[src/inc/shws_pkg.sv]
// Constants, state types and checksum step shared by both link ends
`default_nettype none
package shws_pkg;
	localparam int CLK_HZ = 125_000_000;
	localparam int CLK_MHZ = CLK_HZ / 1_000_000;
	localparam int TMR_W = 24;
	localparam int ADDR_W = 11;
	localparam int CNT_W = 9;
	localparam int REM_W = 10;
	localparam int FIFO_DEPTH = 2;
	localparam int MIN_LOW_US = 1;
	localparam int MIN_LOW_CYC = MIN_LOW_US * CLK_MHZ;
	localparam int BOOT_LOW_MS = 80;
	localparam int BOOT_LOW_CYC = BOOT_LOW_MS * CLK_MHZ * 1000;
	localparam int TIMEOUT_MS = 20;
	localparam int TIMEOUT_CYC = TIMEOUT_MS * CLK_MHZ * 1000;
	localparam int WR_RET_MS = 20;
	localparam int WR_RET_CYC = WR_RET_MS * CLK_MHZ * 1000;
	localparam int RD_RET_MS = 1;
	localparam int RD_RET_CYC = RD_RET_MS * CLK_MHZ * 1000;
	localparam int LOWF_ADD_MS = 5;
	localparam int LOWF_ADD_CYC = LOWF_ADD_MS * CLK_MHZ * 1000;
	localparam int DBG_ADD_MS = 11;
	localparam int DBG_ADD_CYC = DBG_ADD_MS * CLK_MHZ * 1000;
	localparam int WAKE_US = 1500;
	localparam int WAKE_CYC = WAKE_US * CLK_MHZ;
	localparam int GAP_US = 100;
	localparam int GAP_CYC = GAP_US * CLK_MHZ;
	localparam int SPI_MAX_HZ = 4_000_000;
	localparam int SCK_HALF_CYC = (CLK_HZ + 2 * SPI_MAX_HZ - 1) / (2 * SPI_MAX_HZ);
	localparam int STEP_END = 16;
	localparam int RD_TAIL = 2;
	localparam logic [ADDR_W-1:0] LAST_CFG_ADDR = 11'h4DF;
	localparam logic [7:0] NULL_BYTE = 8'h00;
	localparam logic [2:0] HDR2_UNDEF = 3'h0;
	localparam logic [15:0] CRC_POLY = 16'h8005;
	localparam logic [15:0] CRC_INIT = 16'h0000;
	// Pin order: sck, ss_n, mosi, wake
	localparam int PIN_SCK = 0;
	localparam int PIN_SS = 1;
	localparam int PIN_MOSI = 2;
	localparam int PIN_WAKE = 3;
	localparam logic [3:0] PIN_IDLE = 4'h3;
	typedef enum logic [2:0] {
		SEQ_ADDR = 3'b000, SEQ_HDR2 = 3'b001, SEQ_CNT = 3'b010,
		SEQ_WDATA = 3'b011, SEQ_RDATA = 3'b100, SEQ_CRC_LO = 3'b101,
		SEQ_CRC_HI = 3'b110
	} shws_seq_t;
	typedef enum logic [1:0] {
		HST_IDLE = 2'b00, HST_WAIT = 2'b01, HST_SHIFT = 2'b10,
		HST_WAKE = 2'b11
	} shws_hst_t;
	function automatic logic [15:0] shws_crc_step(input logic [15:0] crc,
		input logic [7:0] b);
		logic [15:0] c;
		c = crc ^ {b, 8'h00};
		for (int i = 0; i < 8; i++) begin
			c = c[15] ? ((c << 1) ^ CRC_POLY) : (c << 1);
		end
		return c;
	endfunction : shws_crc_step
endpackage : shws_pkg
`default_nettype wire

[src/inc/shws_if.sv]
// Link pins between the host master and the sensor's serial port
`timescale 1ns/1ps
`default_nettype none
interface shws_if;
	logic sck;
	logic mosi;
	logic ss_n;
	logic miso;
	logic miso_oe;
	logic ready_oe;
	logic ready_level;
	logic miso_line;
	logic wake_sense;
	// Pull-ups: ready idles high, a floating data line reads high
	assign ready_level = ~ready_oe;
	assign miso_line = miso_oe ? miso : 1'b1;
	// Select low turns on the wake transistor, a rising edge at wake
	assign wake_sense = ~ss_n;
	modport host (output sck, mosi, ss_n, input miso_line, ready_level);
	modport device (input sck, mosi, ss_n, wake_sense,
		output miso, miso_oe, ready_oe);
endinterface : shws_if
`default_nettype wire

[src/verilog/shws_device.sv]
// Sensor end: serial slave, header decode, paced ready line, write buffer
`timescale 1ns/1ps
`default_nettype none
// What this link does
// - Host starts bytes only while ready high
// - Ready drops soon after each byte
// - Host waits 100 us, then ready high
// - Ready returns within 20 ms write, 1 ms read
// - Limits grow 5 ms slow, 11 ms debug
// - Low pulse at least 1 us; 80 ms boot
// - Host clocks null bytes for responses
// - Over 20 ms gap drops the sequence
// - Wake edge, 1.5 ms discarding bytes
// - Host wakes device by a select pulse
// - Checksum appended to every read response
// - Header: address, direction flag, count top bit
// - Nine bit count across bytes two, three
// - Write ends itself after counted bytes
// - Write address increments per data byte
// - Output bytes during writes are undefined
// - Host writes stay within configuration space
// - Clock idles high, sample rising, shift falling
// - Select frames bytes; output floats when high
// - Ready is open drain with pull-up
// - Sixteen bit checksum, low byte first
module shws_device #(
	parameter int unsigned BOOT_LOW_CYC = shws_pkg::BOOT_LOW_CYC,
	parameter int unsigned TIMEOUT_CYC  = shws_pkg::TIMEOUT_CYC,
	parameter int unsigned WR_RET_CYC   = shws_pkg::WR_RET_CYC,
	parameter int unsigned RD_RET_CYC   = shws_pkg::RD_RET_CYC,
	parameter int unsigned LOWF_ADD_CYC = shws_pkg::LOWF_ADD_CYC,
	parameter int unsigned DBG_ADD_CYC  = shws_pkg::DBG_ADD_CYC,
	parameter int unsigned WAKE_CYC     = shws_pkg::WAKE_CYC
) (
	input  wire logic                        clk,
	input  wire logic                        reset,
	input  wire logic                        clk_en,
	shws_if.device                           link,
	input  wire logic                        sleep_req,
	input  wire logic                        low_freq,
	input  wire logic                        debug_en,
	output logic                             wr_valid,
	input  wire logic                        wr_ready,
	output logic [shws_pkg::ADDR_W-1:0]      wr_addr,
	output logic [7:0]                       wr_data,
	output logic [shws_pkg::ADDR_W-1:0]      rd_addr,
	input  wire logic [7:0]                  rd_data,
	output logic                             asleep,
	output logic                             late_drop
);
	localparam int TW = shws_pkg::TMR_W;
	localparam int AW = shws_pkg::ADDR_W;
	localparam int CW = shws_pkg::CNT_W;
	localparam int DEPTH = shws_pkg::FIFO_DEPTH;
	localparam int PW = $clog2(DEPTH);
	localparam int NW = $clog2(DEPTH + 1);
	localparam int SCK = shws_pkg::PIN_SCK;
	localparam int SS = shws_pkg::PIN_SS;
	localparam int MOSI = shws_pkg::PIN_MOSI;
	localparam int WAKE = shws_pkg::PIN_WAKE;

	logic [3:0]          pin_raw;
	logic [2:0]          sync_q [4];
	logic                filt_q [4];
	logic                prev_q [4];
	logic                sck_rise, sck_fall, ss_fall, wake_rise;
	logic [2:0]          bit_q;
	logic [7:0]          rx_q, tx_sh_q, tx_byte_q, rx_byte;
	logic                miso_q;
	logic                byte_done, byte_ok, discard;
	shws_pkg::shws_seq_t seq_q;
	logic [AW-1:0]       addr_q;
	logic [CW-1:0]       cnt_q, cnt_n;
	logic                rd_q, fetch_q;
	logic [15:0]         crc_q, crc_n;
	logic [TW-1:0]       idle_q, wake_q, low_q, ret_lim;
	logic                asleep_q, waking_q, boot_q, busy_q, kind_wr_q;
	logic [AW+7:0]       mem_q [DEPTH];
	logic [PW-1:0]       wp_q, rp_q;
	logic [NW-1:0]       fill_q;
	logic                full, push, pop, drop, timeout, min_done;

	assign pin_raw = {link.wake_sense, link.mosi, link.ss_n, link.sck};

	genvar gi;
	generate
		for (gi = 0; gi < 4; gi++) begin : g_sync
			always_ff @(posedge clk or posedge reset) begin
				if (reset) begin
					sync_q[gi] <= {3{shws_pkg::PIN_IDLE[gi]}};
					filt_q[gi] <= shws_pkg::PIN_IDLE[gi];
					prev_q[gi] <= shws_pkg::PIN_IDLE[gi];
				end else if (clk_en) begin
					sync_q[gi] <= {sync_q[gi][1:0], pin_raw[gi]};
					if (sync_q[gi][1] == sync_q[gi][2]) begin
						filt_q[gi] <= sync_q[gi][2];
					end
					prev_q[gi] <= filt_q[gi];
				end
			end
		end
	endgenerate

	assign sck_rise = filt_q[SCK] & ~prev_q[SCK];
	assign sck_fall = ~filt_q[SCK] & prev_q[SCK];
	assign ss_fall = ~filt_q[SS] & prev_q[SS];
	assign wake_rise = filt_q[WAKE] & ~prev_q[WAKE];
	assign rx_byte = {rx_q[6:0], filt_q[MOSI]};
	assign byte_done = sck_rise & ~filt_q[SS] & (bit_q == 3'h7);
	// Bytes during boot or wake-up may be mistimed, so they never reach decode
	assign discard = asleep_q | waking_q | boot_q;
	assign byte_ok = byte_done & ~discard;

	always_ff @(posedge clk or posedge reset) begin
		if (reset) begin
			bit_q <= 3'h0;
			rx_q <= 8'h00;
			tx_sh_q <= 8'h00;
			miso_q <= 1'b1;
		end else if (clk_en) begin
			if (ss_fall) begin
				bit_q <= 3'h0;
				tx_sh_q <= tx_byte_q;
			end else if (!filt_q[SS]) begin
				if (sck_fall) begin
					miso_q <= tx_sh_q[7];
					tx_sh_q <= {tx_sh_q[6:0], 1'b0};
				end
				if (sck_rise) begin
					rx_q <= rx_byte;
					bit_q <= bit_q + 3'h1;
				end
			end
		end
	end

	assign link.miso = miso_q;
	assign link.miso_oe = ~filt_q[SS];

	assign crc_n = shws_pkg::shws_crc_step(
		(seq_q == shws_pkg::SEQ_ADDR) ? shws_pkg::CRC_INIT : crc_q, rx_byte);
	assign cnt_n = {cnt_q[CW-1], rx_byte};
	assign timeout = (seq_q != shws_pkg::SEQ_ADDR)
		&& (idle_q == TW'(TIMEOUT_CYC - 1));

	always_ff @(posedge clk or posedge reset) begin
		if (reset) begin
			idle_q <= '0;
		end else if (clk_en) begin
			if (byte_done || seq_q == shws_pkg::SEQ_ADDR) begin
				idle_q <= '0;
			end else begin
				idle_q <= idle_q + TW'(1);
			end
		end
	end

	always_ff @(posedge clk or posedge reset) begin
		if (reset) begin
			seq_q <= shws_pkg::SEQ_ADDR;
			addr_q <= '0;
			cnt_q <= '0;
			rd_q <= 1'b0;
			fetch_q <= 1'b0;
			crc_q <= shws_pkg::CRC_INIT;
			tx_byte_q <= shws_pkg::NULL_BYTE;
		end else if (clk_en) begin
			if (fetch_q) begin
				tx_byte_q <= rd_data;
				crc_q <= shws_pkg::shws_crc_step(crc_q, rd_data);
				fetch_q <= 1'b0;
			end
			if (timeout) begin
				seq_q <= shws_pkg::SEQ_ADDR;
			end else if (byte_ok) begin
				case (seq_q)
				shws_pkg::SEQ_ADDR: begin
					addr_q[7:0] <= rx_byte;
					crc_q <= crc_n;
					seq_q <= shws_pkg::SEQ_HDR2;
				end
				shws_pkg::SEQ_HDR2: begin
					rd_q <= rx_byte[7];
					cnt_q[CW-1] <= rx_byte[6];
					addr_q[AW-1:8] <= rx_byte[2:0];
					crc_q <= crc_n;
					seq_q <= shws_pkg::SEQ_CNT;
				end
				shws_pkg::SEQ_CNT: begin
					cnt_q <= cnt_n;
					crc_q <= crc_n;
					if (cnt_n == '0 && rd_q) begin
						tx_byte_q <= crc_n[7:0];
						seq_q <= shws_pkg::SEQ_CRC_LO;
					end else if (cnt_n == '0) begin
						seq_q <= shws_pkg::SEQ_ADDR;
					end else if (rd_q) begin
						fetch_q <= 1'b1;
						seq_q <= shws_pkg::SEQ_RDATA;
					end else begin
						tx_byte_q <= shws_pkg::NULL_BYTE;
						seq_q <= shws_pkg::SEQ_WDATA;
					end
				end
				shws_pkg::SEQ_WDATA: begin
					addr_q <= addr_q + AW'(1);
					cnt_q <= cnt_q - CW'(1);
					if (cnt_q == CW'(1)) begin
						seq_q <= shws_pkg::SEQ_ADDR;
					end
				end
				shws_pkg::SEQ_RDATA: begin
					addr_q <= addr_q + AW'(1);
					cnt_q <= cnt_q - CW'(1);
					if (cnt_q == CW'(1)) begin
						tx_byte_q <= crc_q[7:0];
						seq_q <= shws_pkg::SEQ_CRC_LO;
					end else begin
						fetch_q <= 1'b1;
					end
				end
				shws_pkg::SEQ_CRC_LO: begin
					tx_byte_q <= crc_q[15:8];
					seq_q <= shws_pkg::SEQ_CRC_HI;
				end
				default: begin
					seq_q <= shws_pkg::SEQ_ADDR;
				end
				endcase
			end
		end
	end

	assign rd_addr = addr_q;

	// Two-entry write buffer: a stalled consumer holds ready low until the limit, then loses its oldest word
	assign full = fill_q == NW'(DEPTH);
	assign push = byte_ok && seq_q == shws_pkg::SEQ_WDATA && !full;
	assign pop = (fill_q != '0) && (wr_ready || drop);
	assign wr_valid = fill_q != '0;
	assign wr_addr = mem_q[rp_q][AW+7:8];
	assign wr_data = mem_q[rp_q][7:0];

	always_ff @(posedge clk or posedge reset) begin
		if (reset) begin
			wp_q <= '0;
			rp_q <= '0;
			fill_q <= '0;
			for (int i = 0; i < DEPTH; i++) begin
				mem_q[i] <= '0;
			end
		end else if (clk_en) begin
			if (push) begin
				mem_q[wp_q] <= {addr_q, rx_byte};
				wp_q <= wp_q + PW'(1);
			end
			if (pop) begin
				rp_q <= rp_q + PW'(1);
			end
			fill_q <= fill_q + NW'(push) - NW'(pop);
		end
	end

	assign ret_lim = TW'(kind_wr_q ? WR_RET_CYC : RD_RET_CYC)
		+ (low_freq ? TW'(LOWF_ADD_CYC) : TW'(0))
		+ (debug_en ? TW'(DBG_ADD_CYC) : TW'(0));
	assign min_done = low_q >= TW'(shws_pkg::MIN_LOW_CYC - 1);
	// A consumer stuck past the limit loses its oldest word, not the link
	assign drop = busy_q && full && low_q == ret_lim - TW'(1);

	always_ff @(posedge clk or posedge reset) begin
		if (reset) begin
			boot_q <= 1'b1;
			busy_q <= 1'b0;
			kind_wr_q <= 1'b0;
			low_q <= '0;
			late_drop <= 1'b0;
		end else if (clk_en) begin
			late_drop <= drop;
			if (boot_q) begin
				low_q <= low_q + TW'(1);
				if (low_q == TW'(BOOT_LOW_CYC - 1)) begin
					boot_q <= 1'b0;
					low_q <= '0;
				end
			end else if (byte_done) begin
				busy_q <= 1'b1;
				low_q <= '0;
				kind_wr_q <= seq_q == shws_pkg::SEQ_WDATA;
			end else if (busy_q) begin
				low_q <= low_q + TW'(1);
				if (min_done && !full && !fetch_q) begin
					busy_q <= 1'b0;
				end
			end
		end
	end

	always_ff @(posedge clk or posedge reset) begin
		if (reset) begin
			asleep_q <= 1'b0;
			waking_q <= 1'b0;
			wake_q <= '0;
		end else if (clk_en) begin
			if (asleep_q && wake_rise) begin
				asleep_q <= 1'b0;
				waking_q <= 1'b1;
				wake_q <= '0;
			end else if (waking_q) begin
				wake_q <= wake_q + TW'(1);
				if (wake_q == TW'(WAKE_CYC - 1)) begin
					waking_q <= 1'b0;
				end
			end else if (sleep_req && !busy_q && !boot_q
				&& seq_q == shws_pkg::SEQ_ADDR) begin
				asleep_q <= 1'b1;
			end
		end
	end

	assign asleep = asleep_q;
	assign link.ready_oe = boot_q | busy_q | asleep_q | waking_q;
endmodule : shws_device
`default_nettype wire

[src/flat_wrapper.sv]
// flat-port wrapper written by rule: the top's interface ports become plain ports
module shws_device_flat 
#(
	parameter int unsigned BOOT_LOW_CYC = shws_pkg::BOOT_LOW_CYC,
	parameter int unsigned TIMEOUT_CYC  = shws_pkg::TIMEOUT_CYC,
	parameter int unsigned WR_RET_CYC   = shws_pkg::WR_RET_CYC,
	parameter int unsigned RD_RET_CYC   = shws_pkg::RD_RET_CYC,
	parameter int unsigned LOWF_ADD_CYC = shws_pkg::LOWF_ADD_CYC,
	parameter int unsigned DBG_ADD_CYC  = shws_pkg::DBG_ADD_CYC,
	parameter int unsigned WAKE_CYC     = shws_pkg::WAKE_CYC
)
  (clk, reset, clk_en, sleep_req, low_freq, debug_en, wr_valid, wr_ready, wr_addr, wr_data, rd_addr, rd_data, asleep, late_drop, link_sck, link_mosi, link_ss_n, link_miso, link_miso_oe, link_ready_oe);
  shws_if link_i ();
  input  wire logic clk;
  input  wire logic reset;
  input  wire logic clk_en;
  input  wire logic sleep_req;
  input  wire logic low_freq;
  input  wire logic debug_en;
  output logic wr_valid;
  input  wire logic wr_ready;
  output logic [shws_pkg::ADDR_W-1:0] wr_addr;
  output logic [7:0] wr_data;
  output logic [shws_pkg::ADDR_W-1:0] rd_addr;
  input  wire logic [7:0] rd_data;
  output logic asleep;
  output logic late_drop;
  input wire logic [$bits(link_i.sck)-1:0] link_sck;
  input wire logic [$bits(link_i.mosi)-1:0] link_mosi;
  input wire logic [$bits(link_i.ss_n)-1:0] link_ss_n;
  output wire logic [$bits(link_i.miso)-1:0] link_miso;
  output wire logic [$bits(link_i.miso_oe)-1:0] link_miso_oe;
  output wire logic [$bits(link_i.ready_oe)-1:0] link_ready_oe;
  assign link_i.sck = link_sck;
  assign link_i.mosi = link_mosi;
  assign link_i.ss_n = link_ss_n;
  assign link_miso = link_i.miso;
  assign link_miso_oe = link_i.miso_oe;
  assign link_ready_oe = link_i.ready_oe;
  shws_device #(.BOOT_LOW_CYC(BOOT_LOW_CYC), .TIMEOUT_CYC(TIMEOUT_CYC), .WR_RET_CYC(WR_RET_CYC), .RD_RET_CYC(RD_RET_CYC), .LOWF_ADD_CYC(LOWF_ADD_CYC), .DBG_ADD_CYC(DBG_ADD_CYC), .WAKE_CYC(WAKE_CYC)) u_core (.clk(clk), .reset(reset), .clk_en(clk_en), .link(link_i), .sleep_req(sleep_req), .low_freq(low_freq), .debug_en(debug_en), .wr_valid(wr_valid), .wr_ready(wr_ready), .wr_addr(wr_addr), .wr_data(wr_data), .rd_addr(rd_addr), .rd_data(rd_data), .asleep(asleep), .late_drop(late_drop));
endmodule
[config.mk]
export PLATFORM = sky130hd
export DESIGN_NAME = shws_device_flat
export DESIGN_NICKNAME = d
export VERILOG_FILES = /design/src/inc/shws_pkg.sv /design/src/inc/shws_if.sv /design/src/verilog/shws_device.sv /design/src/flat_wrapper.sv
export SDC_FILE = /design/constraint.sdc
export NUM_CORES = 1
export LEC_CHECK = 0
export BUFFER_PORTS_ARGS = -buffer_cell sky130_fd_sc_hd__buf_2
export CORE_ASPECT_RATIO = 1.5
export CORE_MARGIN = 2
export CORE_UTILIZATION = 39
export CTS_CLUSTER_DIAMETER = 80
export DETAILED_ROUTE_END_ITERATION = 8
export PLACE_DENSITY = 0.56
export SYNTH_ARGS = -nofsm -noshare
export SYNTH_HDL_FRONTEND = slang
export SYNTH_SLANG_ARGS = --single-unit
export TNS_END_PERCENT = 1
[constraint.sdc]
create_clock -name clk -period 15.8 [get_ports clk]
set_clock_uncertainty 0.15 [all_clocks]
set_input_delay 3.16 -clock clk [delete_from_list [all_inputs] [get_ports clk]]
set_output_delay 3.16 -clock clk [all_outputs]
set_load 0.02 [all_outputs]
==> reports/summary.txt <==
Largest net degree at the start of global routing -> 130
CTS root buffer -> clkbuf_16
CTS Sinks -> 207
DRC -> 0
Top-count cell post-synth -> dfrtp_1
Die width -> 150 microns
CP startpoint kind -> primary input
Global route overflow -> 0
Flip-flop and latch area -> 5190 sq um
Total Nets Final -> 1386
Initial Util -> 39.3%
Dpl hpwl -> 21400 microns
Synth Instances -> 1306
Initial DRC Count -> 459
Fmax achieved -> 135 MHz
Async SR Flop Fraction -> 100%
Worst Path Arrival -> 7630 ps
Net load switching power -> 502 uW
Vias in the first global route -> 9578
Worst Setup End Kind -> flop
Synth top cells by count -> dfrtp_1, nor2_1, nand2_1, mux2_2, o21ai_0
Ports -> 54
Critical-path cell list -> buf_2, inv_1, fa_1, xor2_4, inv_2, ha_1, a21o_1, a21oi_1, o22ai_1, nor4_1, o311a_2, nand4_1, nor4_2, o21a_1, ha_1, inv_1, ha_1, xor2_1, nand2_1, xnor2_1
Share of layout cells above drive strength 1 -> 17.2%
TritonCTS clock tree -> built
Worst-Margin Slew -> 1130 ps
Lkg Pwr -> 0.00602 uW
Worst path most repeated cell -> ha_1
CP max FO -> 12
Total CTS buffers -> 23
Die height -> 223 microns
Largest stage delay, worst path -> 840 ps
Clk buf depth -> 3
Share of the synthesized area in the top cell type -> 39.2%
Avg Cell Area, Syn -> 9.53 sq um
Combinational cell fraction of total power -> 22.5%
Period utilisation layout -> 46.7%
Setup TNS -> 0 ps
Number of gates resized after cts -> 0
Layout fillers -> 3152
Slew Limit Fails -> 0
Setup violations, final -> 0
Net Sw Frac -> 31.2%
Slew margin rel. -> 23.9%
Total core area -> 31600 sq um
WP buf/inv -> 4
Internal power component -> 1110 uW
Area of the multi-input gates -> 6780 sq um
Status -> completed
Hold-fix buffers, CTS -> 0
Ant diodes -> 0
Synth area leader -> dfrtp_1
Port bufs -> 53
Final WL -> 30200 microns
Max cap viols -> 0
HP Start -> u_core.tx_sh_q[7]
Clock latency at the later pin of the worst-skew pair -> 510 ps
Initial DRT Pass Iterations -> 5
Global-route wire length before repair -> 50000 microns
Tmin final -> 7380 ps
# Post-CTS Setup Buffers -> 0
Area Growth Syn to Fin -> 10.7%
Critical-path top delay cell -> fa_1
Yosys cell types -> 90
Worst hold path class -> flop to flop
Post-DRT Antenna Nets -> 0
Worst r2r src -> u_core.kind_wr_q
Gpl congestion -> 0.884
Ys flop type -> dfrtp_1
DR vias/cell -> 5.45
Sequential share of power -> 42.1%
Tot GR Track Use -> 18.4%
Final hold vios -> 0
Syn Std Cell Area -> 12400 sq um
Yosys reg bits -> 207
Crit path kind -> primary input to flop
Vias post-DR -> 9538
Final hold slack -> 330 ps
Sequential fraction of the synthesis area -> 41.7%
WL per Instance -> 17.3 microns
Initial antenna violation count -> 2
RSZ-0062 raised after global routing -> no
Number of flops mapped to enable cells by yosys -> 0
Row Count -> 80
CP Data Required Time -> 16050 ps
Top cells by area, synth -> dfrtp_1, mux2_2, xnor2_1, xor2_1, nor2_1
Top delay family on crit path -> adder cells
CP Launch Point -> debug_en
Yosys warns -> 0
Mapped Nets -> 1368
Pwr/cell area -> 117 nW/um^2
Clock power share -> 35.4%
DIE AREA -> 33400 sq um
Maximum VDD drop -> 0.0680 mV
H-tree Lvls -> 1
Clock Pin Slew Worst Setup and Hold Paths -> 60 ps
==> power by group through the flow <==
stage                     Combinational [uW]  Sequential [uW]  Clock (uW)
after detailed placement                 363              688           0
after floorplan                          312              645           0
after global placement                   358              685           0
after CTS                                365              679         589
after global routing                     404              689         606
final                                    362              678         570
==> metal layers <==
metal	vias to the layer above	wire length [microns]	track usage, %
li1	4641	-	-
met1	4676	12700	22.5
met2	162	15700	33.0
met3	55	1040	2.53
met4	4	758	5.93
met5	-	22	0
==> layout make-up <==
type	instances	share of cell area (%)
Clock inverter	11	1.17
Inverter	38	1.09
Clock buffer	30	4.66
Tap cell	410	3.73
Timing Repair Buffer	62	2.42
Sequential cell	207	37.7
Multi-Input combinational cell	992	49.2
==> sequential cells by signal, summed over array words and instances (netlist names), 2 cells and up <==
| register | flops |
|---|---|
| u_core.mem_q | 38 |
| u_core.idle_q | 24 |
| u_core.low_q | 24 |
| u_core.wake_q | 24 |
| u_core.crc_q | 16 |
| u_core.sync_q | 12 |
| u_core.rd_addr | 11 |
| u_core.cnt_q | 9 |
| u_core.tx_byte_q | 8 |
| u_core.tx_sh_q | 8 |
| u_core.rx_q | 7 |
| u_core.bit_q | 3 |
| u_core.filt_q | 3 |
| u_core.prev_q | 3 |
| u_core.seq_q | 3 |
| u_core.fill_q | 2 |
==> cell families after synthesis <==
group	count (synthesis)	synth area share, %
simple gates	443	17.4
compound gates	268	13.6
flops	207	41.7
xor+xnor	139	10.1
buf+inv	107	3.79
mux	98	8.72
fa+ha+maj	44	4.61
==> layout by cell type (no fill, tap or decap), types with 6 or more instances in the layout <==
master / count
dfrtp_1: 195
nor2_1: 153
nand2_1: 104
mux2_2: 80
o21ai_0: 79
a21oi_1: 76
xnor2_1: 68
xor2_1: 67
buf_2: 53
ha_1: 41
nand3_1: 40
inv_1: 35
o22ai_1: 27
nand4_1: 26
clkbuf_16: 23
mux2i_1: 17
nor3_1: 16
or3_1: 16
nor4_1: 16
dfstp_2: 12
a22oi_1: 11
nor2b_1: 10
a31oi_1: 9
buf_4: 9
nand2b_1: 8
a22o_1: 8
o22a_1: 7
nor4b_1: 6
==> final timing paths <==
check | endpoint | slack (ps) | depth (start not counted)
min in group asynchronous | u_core.mem_q[9] | 2700 | 2
worst max-delay path | u_core.fill_q[1] | 8420 | 20
worst max register to register | u_core.fill_q[1] | 10860 | 21
worst min-delay path | u_core.tx_sh_q[7] | 330 | 2
max in group asynchronous | u_core.bit_q[0] | 11210 | 3
worst min register to register | u_core.tx_sh_q[7] | 330 | 2
==> stage by stage <==
step | std cells | total power [uW] | area, sq um | setup slack, ps | utilization (%)
after detailed placement | 1709 | 1050 | 13000 | 7890 | 41.0
after CTS | 1750 | 1630 | 13800 | 8460 | 43.5
final | 1750 | 1610 | 13800 | 8420 | 43.5
after floorplan | 1306 | 957 | 12400 | 6860 | -
after global placement | 1709 | 1040 | 13000 | 7980 | 41.0
after global routing | 1750 | 1700 | 13800 | 8050 | 43.5
==> worst min-delay path, cell delays in order (launching register included) <==
cell and delay, ps:
dfrtp_1 340, nand2_1 50, o21ai_0 60
(Power assumes the default switching activity.)
